**config.mk**
```make
export PLATFORM = sky130hd
export DESIGN_NAME = ieci_core
export DESIGN_NICKNAME = d
export VERILOG_FILES = /design/src/ieci_pkg.sv /design/src/ieci_core.sv /design/src/ieci_chan.sv
export VERILOG_INCLUDE_DIRS = /design/src
export SDC_FILE = /design/constraint.sdc
export NUM_CORES = 1
export LEC_CHECK = 0
export BUFFER_PORTS_ARGS = -buffer_cell sky130_fd_sc_hd__buf_4
export CAP_MARGIN = 10
export CORE_MARGIN = 5
export CORE_UTILIZATION = 40
export CTS_CLUSTER_DIAMETER = 60
export DETAILED_ROUTE_END_ITERATION = 10
export GPL_ROUTABILITY_DRIVEN = 0
export PLACE_DENSITY_LB_ADDON = 0.3
export SYNTH_ARGS = -nofsm -noshare
export SYNTH_HDL_FRONTEND = slang
export SYNTH_SLANG_ARGS = --single-unit
```
**constraint.sdc**
```tcl
create_clock -name CLK_SYS -period 2.7 [get_ports CLK_SYS]
set_input_delay 0 -clock CLK_SYS [delete_from_list [all_inputs] [get_ports CLK_SYS]]
set_output_delay 0 -clock CLK_SYS [all_outputs]
set_load 0.05 [all_outputs]
```
**src/ieci_defs.svh**
```systemverilog
`ifndef IECI_DEFS_SVH
`define IECI_DEFS_SVH

// Register offsets on the plain register port
`define IECI_OFS_CMD 8'h00
`define IECI_OFS_REPLY 8'h04
`define IECI_OFS_STATUS 8'h08

// Command word field positions
`define IECI_POS_LOW 0
`define IECI_POS_HIGH 8
`define IECI_POS_CODE 16
`define IECI_POS_TOP 24

// Command codes
`define IECI_C_RISE_EN 8'h23
`define IECI_C_FALL_EN 8'h24
`define IECI_C_CNT_EN 8'h28
`define IECI_C_CNT_RELOAD 8'h29
`define IECI_C_OVF_EN 8'h2a
`define IECI_C_MATCH_EN 8'h2b
`define IECI_C_CNT_EDGE 8'h2c
`define IECI_C_CNT_READ 8'h2f
`define IECI_C_RSTVAL_BASE 8'h40
`define IECI_C_MATCHVAL_BASE 8'h48
`define IECI_C_FLAGS_READ 8'h60

// Flag bit positions in the flags reply
`define IECI_FLAG_COS 1
`define IECI_FLAG_CNT 2

// Reset values and the counter top value
`define IECI_RST_MASK 8'h00
`define IECI_RST_CNT 16'h0000
`define IECI_RST_WORD 32'h0000_0000
`define IECI_CNT_MAX 16'hffff

`endif

```
**src/ieci_pkg.sv**
```systemverilog
package ieci_pkg;
   typedef struct packed {
      logic [7:0] top;
      logic [7:0] code;
      logic [7:0] high;
      logic [7:0] low;
   } ieci_cmd_s;

   typedef struct packed {
      logic [7:0] snapshot;
      logic [7:0] echo;
      logic [7:0] high;
      logic [7:0] low;
   } ieci_reply_s;

   typedef struct packed {
      logic cnt_en;
      logic edge_fall;
      logic reload;
      logic ld_rst;
      logic ld_match;
      logic [15:0] value;
   } ieci_chan_ctl_s;

   typedef struct packed {
      logic [15:0] count;
      logic ovf;
      logic match;
   } ieci_chan_st_s;
endpackage : ieci_pkg

```
**src/ieci_core.sv**
```systemverilog
// How it works
// - Command 23 loads low byte as per-input rising edge detect enables.
// - Command 24 loads low byte as per-input falling edge detect enables.
// - An enabled detected edge raises the interrupt request.
// - Every accepted command returns the synchronised input levels in the top byte.
// - Every accepted command echoes its code in the echo byte.
// - Command 28 enables or disables each input's up counter.
// - For commands 23-2C, low parameter bit n addresses input n.
// - Command 29 reloads masked counters with their reset value, others keep count.
// - Command 2A sets overflow interrupt enables; only enabled overflows interrupt.
// - Command 2B sets per-input value match interrupt enables.
// - Command 2C picks count edge: one means falling, zero means rising.
// - Command 2F selects the counter from the low three parameter bits.
// - Counter read reply holds high byte in byte one, low in byte zero.
// - Enabled counter reaching its match value (set by 48-4F) interrupts.
// - Commands 40-47 store each counter's reset value, its starting value.
// - Command 60 reports change flag in bit 1, counter flag in bit 2.
//
// The register addresses and strobed register access were chosen for this implementation.
`include "ieci_defs.svh"

module ieci_core (
   input wire logic CLK_SYS,
   input wire logic RST_N,
   input wire logic [7:0] ADDR,
   input wire logic [31:0] WDATA,
   input wire logic WR,
   input wire logic RD,
   output logic [31:0] RDATA,
   input wire logic [7:0] ISOLATED_INPUT,
   output logic IRQ
);
   import ieci_pkg::*;

   localparam int NCH = 8;

   function automatic logic code_known(input logic [7:0] c);
      case (c)
         `IECI_C_RISE_EN, `IECI_C_FALL_EN, `IECI_C_CNT_EN, `IECI_C_CNT_RELOAD,
         `IECI_C_OVF_EN, `IECI_C_MATCH_EN, `IECI_C_CNT_EDGE, `IECI_C_CNT_READ,
         `IECI_C_FLAGS_READ: code_known = 1'b1;
         default: code_known = (c[7:4] == 4'(`IECI_C_RSTVAL_BASE >> 4));
      endcase
   endfunction : code_known

   // One-hot channel decode of a 40-4F code within its group of eight
   function automatic logic [7:0] chan_sel(input logic [7:0] c, input logic [7:0] base);
      chan_sel = (c[7:3] == base[7:3]) ? (8'h01 << c[2:0]) : 8'h00;
   endfunction : chan_sel

   logic [7:0] in_meta;
   logic [7:0] in_sync;
   logic [7:0] in_prev;
   logic [7:0] rise;
   logic [7:0] fall;
   logic [7:0] rise_en;
   logic [7:0] fall_en;
   logic [7:0] cnt_en;
   logic [7:0] ovf_en;
   logic [7:0] match_en;
   logic [7:0] edge_fall;
   logic cos_flag;
   logic cnt_flag;
   logic next_cos_flag;
   logic next_cnt_flag;
   logic cos_evt;
   logic cnt_evt;
   logic [7:0] ovf_v;
   logic [7:0] match_v;
   ieci_cmd_s cmd;
   ieci_reply_s reply;
   logic accept;
   logic flag_clr;
   logic [7:0] rst_sel;
   logic [7:0] match_sel;
   logic [15:0] sel_count;
   ieci_chan_ctl_s ctl [NCH];
   ieci_chan_st_s st [NCH];

   assign cmd = ieci_cmd_s'(WDATA);
   assign accept = WR && ADDR == `IECI_OFS_CMD && cmd.top == 8'h00 && code_known(cmd.code);
   assign flag_clr = accept && cmd.code == `IECI_C_FLAGS_READ;

   // Decoded once here because a function result cannot be indexed per channel
   assign rst_sel = accept ? chan_sel(cmd.code, `IECI_C_RSTVAL_BASE) : 8'h00;
   assign match_sel = accept ? chan_sel(cmd.code, `IECI_C_MATCHVAL_BASE) : 8'h00;

   // Only in_sync and in_prev are read by logic; in_meta may be metastable
   always_ff @(posedge CLK_SYS or negedge RST_N) begin
      if (!RST_N) begin
         in_meta <= `IECI_RST_MASK;
         in_sync <= `IECI_RST_MASK;
         in_prev <= `IECI_RST_MASK;
      end else begin
         in_meta <= ISOLATED_INPUT;
         in_sync <= in_meta;
         in_prev <= in_sync;
      end
   end

   assign rise = in_sync & ~in_prev;
   assign fall = ~in_sync & in_prev;

   always_ff @(posedge CLK_SYS or negedge RST_N) begin
      if (!RST_N) begin
         rise_en <= `IECI_RST_MASK;
         fall_en <= `IECI_RST_MASK;
         cnt_en <= `IECI_RST_MASK;
         ovf_en <= `IECI_RST_MASK;
         match_en <= `IECI_RST_MASK;
         edge_fall <= `IECI_RST_MASK;
      end else if (accept) begin
         case (cmd.code)
            `IECI_C_RISE_EN: rise_en <= cmd.low;
            `IECI_C_FALL_EN: fall_en <= cmd.low;
            `IECI_C_CNT_EN: cnt_en <= cmd.low;
            `IECI_C_OVF_EN: ovf_en <= cmd.low;
            `IECI_C_MATCH_EN: match_en <= cmd.low;
            `IECI_C_CNT_EDGE: edge_fall <= cmd.low;
            default: begin
            end
         endcase
      end
   end

   generate
      for (genvar i = 0; i < NCH; i++) begin : g_chan
         assign ctl[i].cnt_en = cnt_en[i];
         assign ctl[i].edge_fall = edge_fall[i];
         assign ctl[i].reload = accept && cmd.code == `IECI_C_CNT_RELOAD && cmd.low[i];
         assign ctl[i].ld_rst = rst_sel[i];
         assign ctl[i].ld_match = match_sel[i];
         assign ctl[i].value = {cmd.high, cmd.low};
         assign ovf_v[i] = st[i].ovf;
         assign match_v[i] = st[i].match;
         ieci_chan u_chan (
            .clk(CLK_SYS),
            .rst_n(RST_N),
            .rise(rise[i]),
            .fall(fall[i]),
            .ctl(ctl[i]),
            .st(st[i])
         );
      end
   endgenerate

   assign cos_evt = |((rise & rise_en) | (fall & fall_en));
   assign cnt_evt = |((ovf_v & ovf_en) | (match_v & match_en));

   // A new event in the clearing cycle survives: set wins over clear
   assign next_cos_flag = (cos_flag && !flag_clr) || cos_evt;
   assign next_cnt_flag = (cnt_flag && !flag_clr) || cnt_evt;

   always_ff @(posedge CLK_SYS or negedge RST_N) begin
      if (!RST_N) begin
         cos_flag <= 1'b0;
         cnt_flag <= 1'b0;
         IRQ <= 1'b0;
      end else begin
         cos_flag <= next_cos_flag;
         cnt_flag <= next_cnt_flag;
         IRQ <= next_cos_flag || next_cnt_flag;
      end
   end

   assign sel_count = st[cmd.low[2:0]].count;

   // Refused commands leave the previous reply in place
   always_ff @(posedge CLK_SYS or negedge RST_N) begin
      if (!RST_N) begin
         reply <= `IECI_RST_WORD;
      end else if (accept) begin
         reply.snapshot <= in_sync;
         reply.echo <= cmd.code;
         case (cmd.code)
            `IECI_C_CNT_READ: begin
               reply.high <= sel_count[15:8];
               reply.low <= sel_count[7:0];
            end
            `IECI_C_FLAGS_READ: begin
               reply.high <= 8'h00;
               reply.low <= 8'h00;
               reply.low[`IECI_FLAG_COS] <= cos_flag;
               reply.low[`IECI_FLAG_CNT] <= cnt_flag;
            end
            default: begin
               reply.high <= 8'h00;
               reply.low <= 8'h00;
            end
         endcase
      end
   end

   // Read data stands for exactly one cycle after the strobe
   always_ff @(posedge CLK_SYS or negedge RST_N) begin
      if (!RST_N) begin
         RDATA <= `IECI_RST_WORD;
      end else if (RD) begin
         case (ADDR)
            `IECI_OFS_REPLY: RDATA <= reply;
            `IECI_OFS_STATUS: RDATA <= {16'h0000, 5'h00, cnt_flag, cos_flag, 1'b0, in_sync};
            default: RDATA <= `IECI_RST_WORD;
         endcase
      end else begin
         RDATA <= `IECI_RST_WORD;
      end
   end
endmodule : ieci_core

```
**src/ieci_chan.sv**
```systemverilog
`include "ieci_defs.svh"

module ieci_chan (
   input wire logic clk,
   input wire logic rst_n,
   input wire logic rise,
   input wire logic fall,
   input ieci_pkg::ieci_chan_ctl_s ctl,
   output ieci_pkg::ieci_chan_st_s st
);
   import ieci_pkg::*;

   logic [15:0] rst_val;
   logic [15:0] match_val;
   logic hit;

   assign hit = ctl.cnt_en && (ctl.edge_fall ? fall : rise);

   always_ff @(posedge clk or negedge rst_n) begin
      if (!rst_n) begin
         rst_val <= `IECI_RST_CNT;
         match_val <= `IECI_RST_CNT;
      end else begin
         if (ctl.ld_rst) begin
            rst_val <= ctl.value;
         end
         if (ctl.ld_match) begin
            match_val <= ctl.value;
         end
      end
   end

   // Reload beats a same-cycle edge so software sees a clean start value
   always_ff @(posedge clk or negedge rst_n) begin
      if (!rst_n) begin
         st <= '0;
      end else begin
         st.ovf <= 1'b0;
         st.match <= 1'b0;
         if (ctl.reload) begin
            st.count <= rst_val;
         end else if (hit) begin
            if (st.count == `IECI_CNT_MAX) begin
               st.count <= rst_val;
               st.ovf <= 1'b1;
               st.match <= (rst_val == match_val);
            end else begin
               st.count <= st.count + 16'h0001;
               st.match <= ((st.count + 16'h0001) == match_val);
            end
         end
      end
   end
endmodule : ieci_chan

```
Word level (Yosys, flattened, before mapping)
Index checks and enable logic that the tools add are counted.

Flip-flop bits (word level): 539. Bits of input ports: 52. Output and inout bits: 33. Logic and storage cells: 229.

Muxes and demuxes: 67. Bitwise operators: 11. Shift-type cells: 1. Equal/unequal tests: 38. Magnitude comparators: 1. Add/subtract/negate cells: 8. Reductions and logical operators: 46.

Operators with widths (count): 16-bit equality test (16); 16-bit 2-to-1 mux (16); 18-bit 2-to-1 mux (10); 16-bit by 1-bit adder with 16-bit output, second input constant (8); 16-bit equality test, second input constant (8); 8-bit by 6-bit equality test with 1-bit output, second input constant (8); 32-bit case mux with 2 select lines (1); 18-bit binary-select mux with 3-bit select (1); 8-bit bitwise AND (6); 32-bit 2-to-1 mux (1); 8-bit 2-to-1 mux (4); 16-bit case mux with 2 select lines (1); 1-bit 2-to-1 mux (25); 1-bit logical AND (23); 8-bit zero test (2); 2-bit 2-to-1 mux (8); 8-bit inverter (2); 8-bit bitwise OR (2); 2-bit nonzero test (8); 8-bit OR reduction (2); 2-bit AND reduction (6); 5-bit by 4-bit equality test with 1-bit output, second input constant (2); 9-bit OR reduction (1); 8-bit by 3-bit equality test with 1-bit output, second input constant (1); 8 further kinds (10).

Logic depth before layout (Yosys ltp)
Gate-level depths: netlist of the first run.

Depth after elaboration: 9. Gate-level depth with buffers: 11. Gate-level depth less buffers: 8.

By module
From an unflattened synthesis of the first run, not the netlist that was laid out.

Cell total of the unflattened synthesis: 2609. Area, all modules: 29493.3 um2.

Modules (own cells, without submodules): ieci_chan (g_chan[0].u_chan ...) (times used 7, cells each 264, area an instance 2845.2 um2, sequential area each 1251.2 um2); ieci_core (times used 1, cells each 481, area an instance 6775.2 um2, sequential area each 3478.3 um2); ieci_chan (g_chan[7].u_chan) (times used 1, cells each 280, area an instance 2801.4 um2, sequential area each 1251.2 um2).

Least setup slack after synthesis of the first run
OpenSTA, ideal clock, no wires.

Path type: register to register. From: register g_chan[1].u_chan.st[2] (netlist name). To: register g_chan[1].u_chan.st[0] (netlist name). Period minus slack after synthesis: 2.715 ns. Path slack: -0.015 ns. Arrival time: 2.609 ns. Buffers on the path: 2. Required time: 2.595 ns. Stages on the path, launching flop included: 11. Library setup time: 0.105 ns. Cell sequence: dfrtp_1 ha_1 clkbuf_2 and4_1 buf_2 nand4_2 nor3_1 a21oi_1 or4_1 or4_1 nor4b_1.

Longest elaborated chain between the ends: 5. Elaborated cells between the ends (all ways): 6. Classes of those cells: add/sub (1); eq/ne (2); mux (3).

RTL lines: 16-bit by 1-bit adder with 16-bit output (line ieci_chan.sv:49) `st.match <= ((st.count + 16'h0001) == match_val);`; 16-bit equality test (line ieci_chan.sv:49); 1-bit 2-to-1 mux (*) (line ieci_chan.sv:43) `` if (st.count == `IECI_CNT_MAX) begin ``; 18-bit 2-to-1 mux (*) (line ieci_chan.sv:42) `end else if (hit) begin`; 2-bit 2-to-1 mux (*) (line ieci_chan.sv:40) `if (ctl.reload) begin`.

Every way passes the cells marked *; elsewhere a longest branch is shown, timed or not. The select of a mux whose other input is x is not followed. A chain may end at the register's enable or synchronous reset.

Worst setup path in the final report of the first run
From: register g_chan[1].u_chan.st[3] (netlist name). To: register g_chan[1].u_chan.st[0] (netlist name).

Longest elaborated chain between the ends: 5. Elaborated cells between the ends (all ways): 6. Classes of those cells: add/sub (1); eq/ne (2); mux (3).

RTL lines (line): 16-bit by 1-bit adder with 16-bit output (ieci_chan.sv:49); 16-bit equality test (ieci_chan.sv:49); 1-bit 2-to-1 mux (*) (ieci_chan.sv:43); 18-bit 2-to-1 mux (*) (ieci_chan.sv:42); 2-bit 2-to-1 mux (*) (ieci_chan.sv:40).

Marks and branches as above.

==> metrics.yaml, run 1 <==
setup.worst_path.start_class: "flip-flop"
p_switching_mw: 3.85
grt_pass1_vias: 24200
intPower_mw: 13.3
cts-buffers-inserted: 58
vdd.ir_drop.worst_mv: 0.532
critical_path_peak_fanout: 5
post_synth_instance_area_um2: 28900
drtPass1Iterations: 6
drt_first_iter_violations: 2585
path_cells: "ha_1, and4_1, nand4_2, nor3_1, a21oi_1, or4_1, or4_1, nor4b_2"
design.final.nets: 3132
rows: 98
timing_worst_slew_pin_value_ps: 1030
yosys_warnings: 0
maxCapViolCount: 0
cp_data_arrival_time_ps: 3160
relative_slew_slack_pct: 30.6
period_needed_ps: 2620
overflow: 0
post_synth_cell_types: 80
final.fill_count: 6397
grt_start_max_net_pins: 110
p_clk_share_pct: 48.7
mean_post_synth_cell_area_um2: 10.3
post-layout-total-power_mw: 17.1
setup_repair_after_global_routing_missed_its_margin: "no"
place_hpwl_um: 68000
worst_path_clk_slew_ps: 60
timing.final.crit_share_pct: 97.1
synth_enable_flop_cells: 0
synth_top_cells_by_area: "sky130_fd_sc_hd__dfrtp_1 47%, sky130_fd_sc_hd__mux2_2 12%, sky130_fd_sc_hd__nand2_1 3.3%, sky130_fd_sc_hd__xnor2_1 3.2%, sky130_fd_sc_hd__o21ai_0 2.9%"
comb_power_share_pct: 3.8
yosysMostFrequentCell: "sky130_fd_sc_hd__dfrtp_1"
cts_buffer_depth: 3
cts.root.buffer_cell: "sky130_fd_sc_hd__clkbuf_16"
worst-setup-path-type: "reg -> reg"
final.setup.worst_slack_ps: 78.5
core_um2: 71500
critical-path-top-cell-by-count: "sky130_fd_sc_hd__or4_1"
setup_viol: 0
drc: 0
mappedNetlistNets: 2860
timing.final.hold_violations: 0
hold_path.class: "in -> reg"
die_y_um: 279
leakage_nw: 15.5
numClockSinks: 539
critical_path.slowest_cell: "sky130_fd_sc_hd__or4_1"
synth_top_cells_by_count: "539 x sky130_fd_sc_hd__dfrtp_1, 314 x sky130_fd_sc_hd__mux2_2, 252 x sky130_fd_sc_hd__nand2_1"
routedWlPerCell_um: 23.6
slew_viol_final: 0
effective_utilization_at_floorplan_pct: 40.4
track_usage_pct: 24.1
pd_cells_nw_per_um2: 493
cp_data_required_time_ps: 3240
synth_async_sr_flop_share_pct: 100
clock_insertion_delay_worst_skew_ps: 640
synth_seq_cells: 539
synth_top_cell_by_area: "sky130_fd_sc_hd__dfrtp_1"
cts_tree: "done"
avgViaCountPerCell: 6.03
layout-area-overhead-vs-synth_pct: 20.3
vias: 24500
htree_levels: 2
die_width_um: 279
final_layout_size_suffix_gt1_share_pct: 27.4
fin_cells: 4066
timing.fmax_mhz: 381
post_synth_inst_count: 2800
place.port_buffers: 84
post-place-cells: 3914
outcome: "finished, final reports clean"
synth_ff_type: "sky130_fd_sc_hd__dfrtp_1"
die_area_um2: 77700
grt_first_pass_wirelength_um: 147000
holdWs_ps: 29.2
power.switching_fraction_pct: 22.5
pwr-share-seq_pct: 47.5
routed_wirelength_um: 96000
crit_path_end_kind: "flip-flop"
synth_seq_area_share_pct: 46.7
io-pin-count: 85
antenna_found_initial: 3
place_ws_ps: 91.4
max_stage_delay_ps: 590
fin_skew_ps: 35.6
synthDominantCellAreaShare_pct: 46.7
ant_nets: 0
power groups by stage:
stage | Sequential, mW | Clock (mW) | Combinational, mW
2_1_floorplan | 8.26 | 0 | 0.155
3_3_place_gp | 8.27 | 0 | 0.594
3_5_place_dp | 8.27 | 0 | 0.602
4_1_cts | 8.12 | 8.51 | 0.658
5_1_grt | 8.12 | 8.82 | 0.702
6_report | 8.12 | 8.34 | 0.650
worst paths after layout:
kind | endpoint | slack (ps) | startpoint | cells after the start
worst max-delay path | g_chan[1].u_chan.st[0] | 80 | g_chan[1].u_chan.st[3] | 8
worst min-delay path | RDATA[19] | 30 | RD | 5
worst max register to register | g_chan[1].u_chan.st[0] | 80 | g_chan[1].u_chan.st[3] | 8
worst min register to register | in_sync[2] | 350 | in_meta[2] | 0
max in group asynchronous | g_chan[3].u_chan.st[15] | 2000 | RST_N | 3
min in group asynchronous | g_chan[4].u_chan.rst_val[10] | 50 | RST_N | 3
metal layers:
layer  vias up  GRT usage, %  share of wire [%]
li1      10700             -                  -
met1     12200          32.8                 41
met2      1295          37.2                 44
met3       304          4.57                8.6
met4         2          11.9                5.8
met5         -             0              0.015
critical path, delay by kind of cell, from the launching register on:
kind | cells | cell delay, ps
simple gates | 6 | 1870
fa+ha+maj | 1 | 200
flops | 1 | 400
compound gates | 1 | 60
timing repair:
| action | 4_1_cts | 5_1_grt |
|---|---|---|
| hold buffers | 43 | 0 |
| gates resized for setup | 0 | 21 |
| setup endpoints to repair | 0 | 8 |
| endpoints found under the hold margin | 750 | 0 |
| setup buffers | 0 | 5 |
through the flow:
step	instance area [um2]	util [%]	TNS [ps]
global route	34700	48.6	0
finish	34700	48.6	0
global placement	32200	45.0	-1.18
floorplan	28900	-	0
CTS	34600	48.4	0
detailed placement	32200	45.0	0
kinds of logic (layout without fill, tap and decap cells):
| group | Yosys count | after routing | share of synthesized area (%) |
|---|---|---|---|
| AOI/OAI and AO/OA | 568 | 568 | 12.0 |
| DFF | 539 | 539 | 46.7 |
| muxes | 393 | 393 | 16.4 |
| other | 0 | 2 | 0 |
| buffers and inverters | 231 | 545 | 3.31 |
| adders and majority gates | 8 | 8 | 0.347 |
| xor gates and xnor gates | 186 | 186 | 5.69 |
| and+or+nand+nor | 875 | 875 | 15.5 |
flip-flops by register name, indices dropped and copies added, names as in the netlist, 32 cells and up:
register and count:
RDATA 32, g_chan.u_chan.st 144, reply 32, g_chan.u_chan.rst_val 128
g_chan.u_chan.match_val 128
cell usage in the layout, fill, tap and decap left out, types with 18 or more instances in the layout:
cell | netlist | final
sky130_fd_sc_hd__and3_1 | 28 | 28
sky130_fd_sc_hd__o21ai_0 | 167 | 166
sky130_fd_sc_hd__nand4_1 | 71 | 71
sky130_fd_sc_hd__dfrtp_1 | 539 | 539
sky130_fd_sc_hd__nor2_1 | 186 | 186
sky130_fd_sc_hd__or3_1 | 19 | 19
sky130_fd_sc_hd__xnor2_1 | 104 | 104
sky130_fd_sc_hd__nand2_1 | 252 | 251
sky130_fd_sc_hd__inv_1 | 36 | 36
sky130_fd_sc_hd__clkbuf_16 | 0 | 59
sky130_fd_sc_hd__mux2i_1 | 47 | 46
sky130_fd_sc_hd__xor2_1 | 81 | 81
sky130_fd_sc_hd__o22ai_1 | 48 | 48
sky130_fd_sc_hd__nand3_1 | 83 | 82
sky130_fd_sc_hd__mux2_2 | 314 | 314
sky130_fd_sc_hd__buf_4 | 4 | 348
sky130_fd_sc_hd__nor3_1 | 45 | 44
sky130_fd_sc_hd__a31oi_1 | 35 | 35
sky130_fd_sc_hd__o21a_1 | 18 | 18
sky130_fd_sc_hd__mux4_2 | 32 | 32
sky130_fd_sc_hd__nor4_1 | 31 | 27
sky130_fd_sc_hd__dlygate4sd3_1 | 0 | 42
sky130_fd_sc_hd__and4_1 | 31 | 30
sky130_fd_sc_hd__a21oi_1 | 154 | 154
sky130_fd_sc_hd__a22o_1 | 23 | 23
sky130_fd_sc_hd__and2_1 | 42 | 42
final cells by class:
type	instances	area [um2]	area share (%)
multi-input cells	2030	14600	41.9
flip-flops and latches	539	13500	38.8
repair buffers	407	3380	9.72
clock buffers	76	1620	4.66
well taps	950	1190	3.42
clock inverters	26	379	1.09
inverters	36	135	0.389
diodes	2	5.00	0.0144
No activity file was read; power rests on OpenSTA's default activity.
==> inputs of run 2 (changes only) <==
- ABC_AREA: default -> 1
==> run 2 against run 1 <==
Net effect: clock power hardly changed; core utilization decreased by 2.1 points; clock skew is 7.4 ps lower.
==> metrics.yaml, run 2 <==
grt_start_max_net_pins: 86  # was 110
rows: 100  # was 98
power.switching_fraction_pct: 23.7  # was 22.5%
die_area_um2: 81000  # was 77700 um2
timing.final.hold_violations: 0  # unchanged
intPower_mw: 13.1  # was 13.3 mW
mean_post_synth_cell_area_um2: 7.12  # was 10.3 um2
timing.final.crit_share_pct: 95.5  # was 97.1%
layout-area-overhead-vs-synth_pct: 14.8  # was 20.3%
fin_skew_ps: 28.2  # was 35.6 ps
synthDominantCellAreaShare_pct: 44.7  # was 46.7%
effective_utilization_at_floorplan_pct: 40.5  # was 40.4%
synth_top_cell_by_area: "sky130_fd_sc_hd__dfrtp_1"  # unchanged
place.port_buffers: 84  # unchanged
synth_enable_flop_cells: 0  # unchanged
pd_cells_nw_per_um2: 496  # was 493 nW/um2
leakage_nw: 16.2  # was 15.5 nW
design_area_um2: 34700  # about the same
hold_path.class: "in -> reg"  # unchanged
cp_data_arrival_time_ps: 3100  # was 3160 ps
overflow: 0  # unchanged
die_y_um: 285  # was 279 um
final.fill_count: 7505  # was 6397
cts.root.buffer_cell: "sky130_fd_sc_hd__clkbuf_16"  # unchanged
core_um2: 74600  # was 71500 um2
synth_ff_type: "sky130_fd_sc_hd__dfrtp_1"  # unchanged
setup_repair_after_global_routing_missed_its_margin: "yes"  # was no
drt_first_iter_violations: 2905  # was 2585
mappedNetlistNets: 4301  # was 2860
p_clk_share_pct: 48.5  # was 48.7%
yosysMostFrequentCell: "sky130_fd_sc_hd__nand2_1"  # was sky130_fd_sc_hd__dfrtp_1
timing.fmax_mhz: 388  # was 381 MHz
sequential_cell_area_um2: 13500  # about the same
post_synth_instance_area_um2: 30200  # was 28900 um2
antenna_found_initial: 7  # was 3
relative_slew_slack_pct: 26.1  # was 30.6%
layout_common_cells: "1394 x sky130_fd_sc_hd__nand2_1, 538 x sky130_fd_sc_hd__dfrtp_1, 529 x sky130_fd_sc_hd__nand3_1"  # was 539 x sky130_fd_sc_hd__dfrtp_1, 348 x sky130_fd_sc_hd__buf_4, 314 x sky130_fd_sc_hd__mux2_2
place_hpwl_um: 70100  # was 68000 um
highest-signal-layer: "met5"  # unchanged
track_usage_pct: 24.2  # was 24.1%
io-pin-count: 85  # unchanged
worst_path_clk_slew_ps: 50  # was 60 ps
synth_async_sr_flop_share_pct: 100  # unchanged
drc: 0  # unchanged
die_width_um: 285  # was 279 um
drtPass1Iterations: 7  # was 6
worst-setup-path-type: "in -> reg"  # was reg -> reg
routedWlPerCell_um: 18.6  # was 23.6 um
ant_nets: 0  # unchanged
crit-reg2reg-capture: "g_chan[2].u_chan.st[0]"  # was g_chan[1].u_chan.st[0]
comb_power_share_pct: 4.4  # was 3.8%
post_synth_inst_count: 4241  # was 2800
r2r_setup_slack_ps: 260  # was 80 ps
design.final.nets: 4418  # was 3132
timing_worst_slew_pin_value_ps: 1110  # was 1030 ps
detailroute.wirelength.met3_um: 6570  # was 8280 um
numClockSinks: 539  # unchanged
maxCapViolCount: 0  # unchanged
post-layout-total-power_mw: 17.2  # was 17.1 mW
top_register: "g_chan.u_chan.st"  # unchanged
cts_tree: "done"  # unchanged
ff2ff_path_depth: 13  # was 8
post_synth_cell_types: 47  # was 80
cts-buffers-inserted: 61  # was 58
vias: 28700  # was 24500
multi_input_gate_area_in_the_final_layout_um2: 14300  # was 14600 um2
final_common_cell: "sky130_fd_sc_hd__nand2_1"  # was sky130_fd_sc_hd__dfrtp_1
grt_first_pass_wirelength_um: 157000  # was 147000 um
slew_viol_final: 0  # unchanged
outcome: "finished, final reports clean"  # unchanged
routed_wirelength_um: 99800  # was 96000 um
clock_insertion_delay_worst_skew_ps: 650  # was 640 ps
met2WireLength_um: 44700  # was 42400 um
post_route_met1_wirelength_um: 43400  # was 39700 um
p_switching_mw: 4.07  # was 3.85 mW
htree_levels: 2  # unchanged
origin_of_the_critical_flop_to_flop_path: "g_chan[2].u_chan.st[2]"  # was g_chan[1].u_chan.st[3]
synth_seq_area_share_pct: 44.7  # was 46.7%
flip_flop_count_of_the_largest_register_all_copies_and_words_added: 144  # unchanged
pwr-share-seq_pct: 47.2  # was 47.5%
avgViaCountPerCell: 5.34  # was 6.03
cts_buffer_depth: 3  # unchanged
synth_seq_cells: 539  # unchanged
max_stage_delay_ps: 570  # was 590 ps
vdd.ir_drop.worst_mv: 0.457  # was 0.532 mV
cp-startpoint: "WDATA[30]"  # was g_chan[1].u_chan.st[3]
final_layout_size_suffix_gt1_share_pct: 8.47  # was 27.4%
dpl_cell_area_um2: 32100  # was 32200 um2
crit_end: "g_chan[5].u_chan.match_val[7]"  # was g_chan[1].u_chan.st[0]
crit_path_end_kind: "flip-flop"  # unchanged
setup_viol: 0  # unchanged
yosys_warnings: 0  # unchanged
cp_data_required_time_ps: 3220  # was 3240 ps
post-place-cells: 5215  # was 3914
synth_top_cells_by_area: "sky130_fd_sc_hd__dfrtp_1 45%, sky130_fd_sc_hd__nand2_1 17%, sky130_fd_sc_hd__nand3_1 8.8%, sky130_fd_sc_hd__o21ai_0 5.8%, sky130_fd_sc_hd__inv_1 5.1%"  # was sky130_fd_sc_hd__dfrtp_1 47%, sky130_fd_sc_hd__mux2_2 12%, sky130_fd_sc_hd__nand2_1 3.3%, sky130_fd_sc_hd__xnor2_1 3.2%, sky130_fd_sc_hd__o21ai_0 2.9%
critical_path_peak_fanout: 32  # was 5
biggestRegsByFlops: "g_chan.u_chan.st (144), g_chan.u_chan.match_val (128), g_chan.u_chan.rst_val (128)"  # unchanged
period_needed_ps: 2580  # was 2620 ps
path_cells: "dlygate4sd3_1, buf_4, nor2_1, dlygate4sd3_1, nand2_1, nor3_2, nand2_1, inv_2, buf_12, nand2_2, o21ai_0"  # was ha_1, and4_1, nand4_2, nor3_1, a21oi_1, or4_1, or4_1, nor4b_2
grt_pass1_vias: 27000  # was 24200
setup.worst_path.start_class: "input pin"  # was flip-flop
fin_cells: 5376  # was 4066
synth_top_cells_by_count: "1399 x sky130_fd_sc_hd__nand2_1, 539 x sky130_fd_sc_hd__dfrtp_1, 529 x sky130_fd_sc_hd__nand3_1"  # was 539 x sky130_fd_sc_hd__dfrtp_1, 314 x sky130_fd_sc_hd__mux2_2, 252 x sky130_fd_sc_hd__nand2_1
critical_path.slowest_cell: "sky130_fd_sc_hd__dlygate4sd3_1"  # was sky130_fd_sc_hd__or4_1
==> run 2: changes by cell type after synthesis, moves of 47 or more <==
cell	previous run	this run
sky130_fd_sc_hd__nand3_1	83	529
sky130_fd_sc_hd__mux2i_1	47	0
sky130_fd_sc_hd__o21ai_0	167	351
sky130_fd_sc_hd__xor2_1	81	16
sky130_fd_sc_hd__inv_1	36	413
sky130_fd_sc_hd__o21ai_1	2	87
sky130_fd_sc_hd__nand4_1	71	119
sky130_fd_sc_hd__nor2_1	186	301
sky130_fd_sc_hd__nand2_1	252	1399
sky130_fd_sc_hd__xnor2_1	104	10
sky130_fd_sc_hd__a21oi_1	154	73
sky130_fd_sc_hd__mux2_2	314	0
==> run 2: area by class of cell <==
type | instances | area share (%)
clock buffers | 88 | 5.01
clock inverters | 23 | 0.737
multi-input cells | 3093 | 41.3
well taps | 969 | 3.50
diodes | 1 | 0.00722
repair buffers | 232 | 5.86
flip-flops and latches | 539 | 38.9
inverters | 431 | 4.68
==> run 2: worst max-delay path, delay by kind of cell <==
kind | cells | cell delay [ps]
AO/OA/AOI/OAI | 1 | 340
buffers and inverters | 5 | 1640
AND/OR/NAND/NOR | 5 | 1080
==> run 2: power by group through the flow <==
| stage | Combinational [mW] | Clock (mW) | Sequential [mW] |
|---|---|---|---|
| finish | 0.750 | 8.34 | 8.11 |
| global placement | 0.688 | 0 | 8.26 |
| CTS | 0.748 | 8.51 | 8.11 |
| floorplan | 0.198 | 0 | 8.26 |
| global route | 0.805 | 8.83 | 8.11 |
| detailed placement | 0.690 | 0 | 8.26 |
==> run 2: how the worst min path moves through the flow <==
stage                      start          to  cells after the start
2_1_floorplan              RST_N         IRQ                      0
3_3_place_gp               RST_N  in_meta[5]                      1
3_5_place_dp               RST_N  in_meta[1]                      1
4_1_cts        ISOLATED_INPUT[0]  in_meta[0]                      2
5_1_grt        ISOLATED_INPUT[0]  in_meta[0]                      2
6_report       ISOLATED_INPUT[0]  in_meta[0]                      2
==> run 2: logic make-up after synthesis <==
group,after synthesis,share of synthesized area [%]
AND/OR/NAND/NOR,2472,35.8
buffers and inverters,609,8.13
AO/OA/AOI/OAI,587,10.3
flip-flops,539,44.7
XOR/XNOR,26,0.755
adder cells (fa/ha/maj),8,0.332
==> run 2: timing repair <==
item | CTS | global route
gates resized for setup | 0 | 19
setup buffers | 0 | 3
hold endpoints to repair | 696 | 0
setup endpoints to repair | 0 | 11
hold buffers | 46 | 0
==> run 2: stage by stage <==
step / worst slack (ps) / TNS, ps / util (%) / hold WS [ps]
2_1_floorplan: 676 / 0 / - / -296
3_3_place_gp: 196 / 0 / 43.0 / 29.2
3_5_place_dp: 201 / 0 / 43.0 / 27.9
4_1_cts: 157 / 0 / 46.4 / 9.27
5_1_grt: -8.50 / -16.9 / 46.5 / 20.2
6_report: 123 / 0 / 46.5 / 35.7
==> run 2: per-layer routing <==
layer  GRT usage (%)  vias to the layer above
met1            32.8                    13400
met4            10.6                        6
li1                -                    14100
met5               0                        -
met3            4.08                      229
met2            38.5                      991
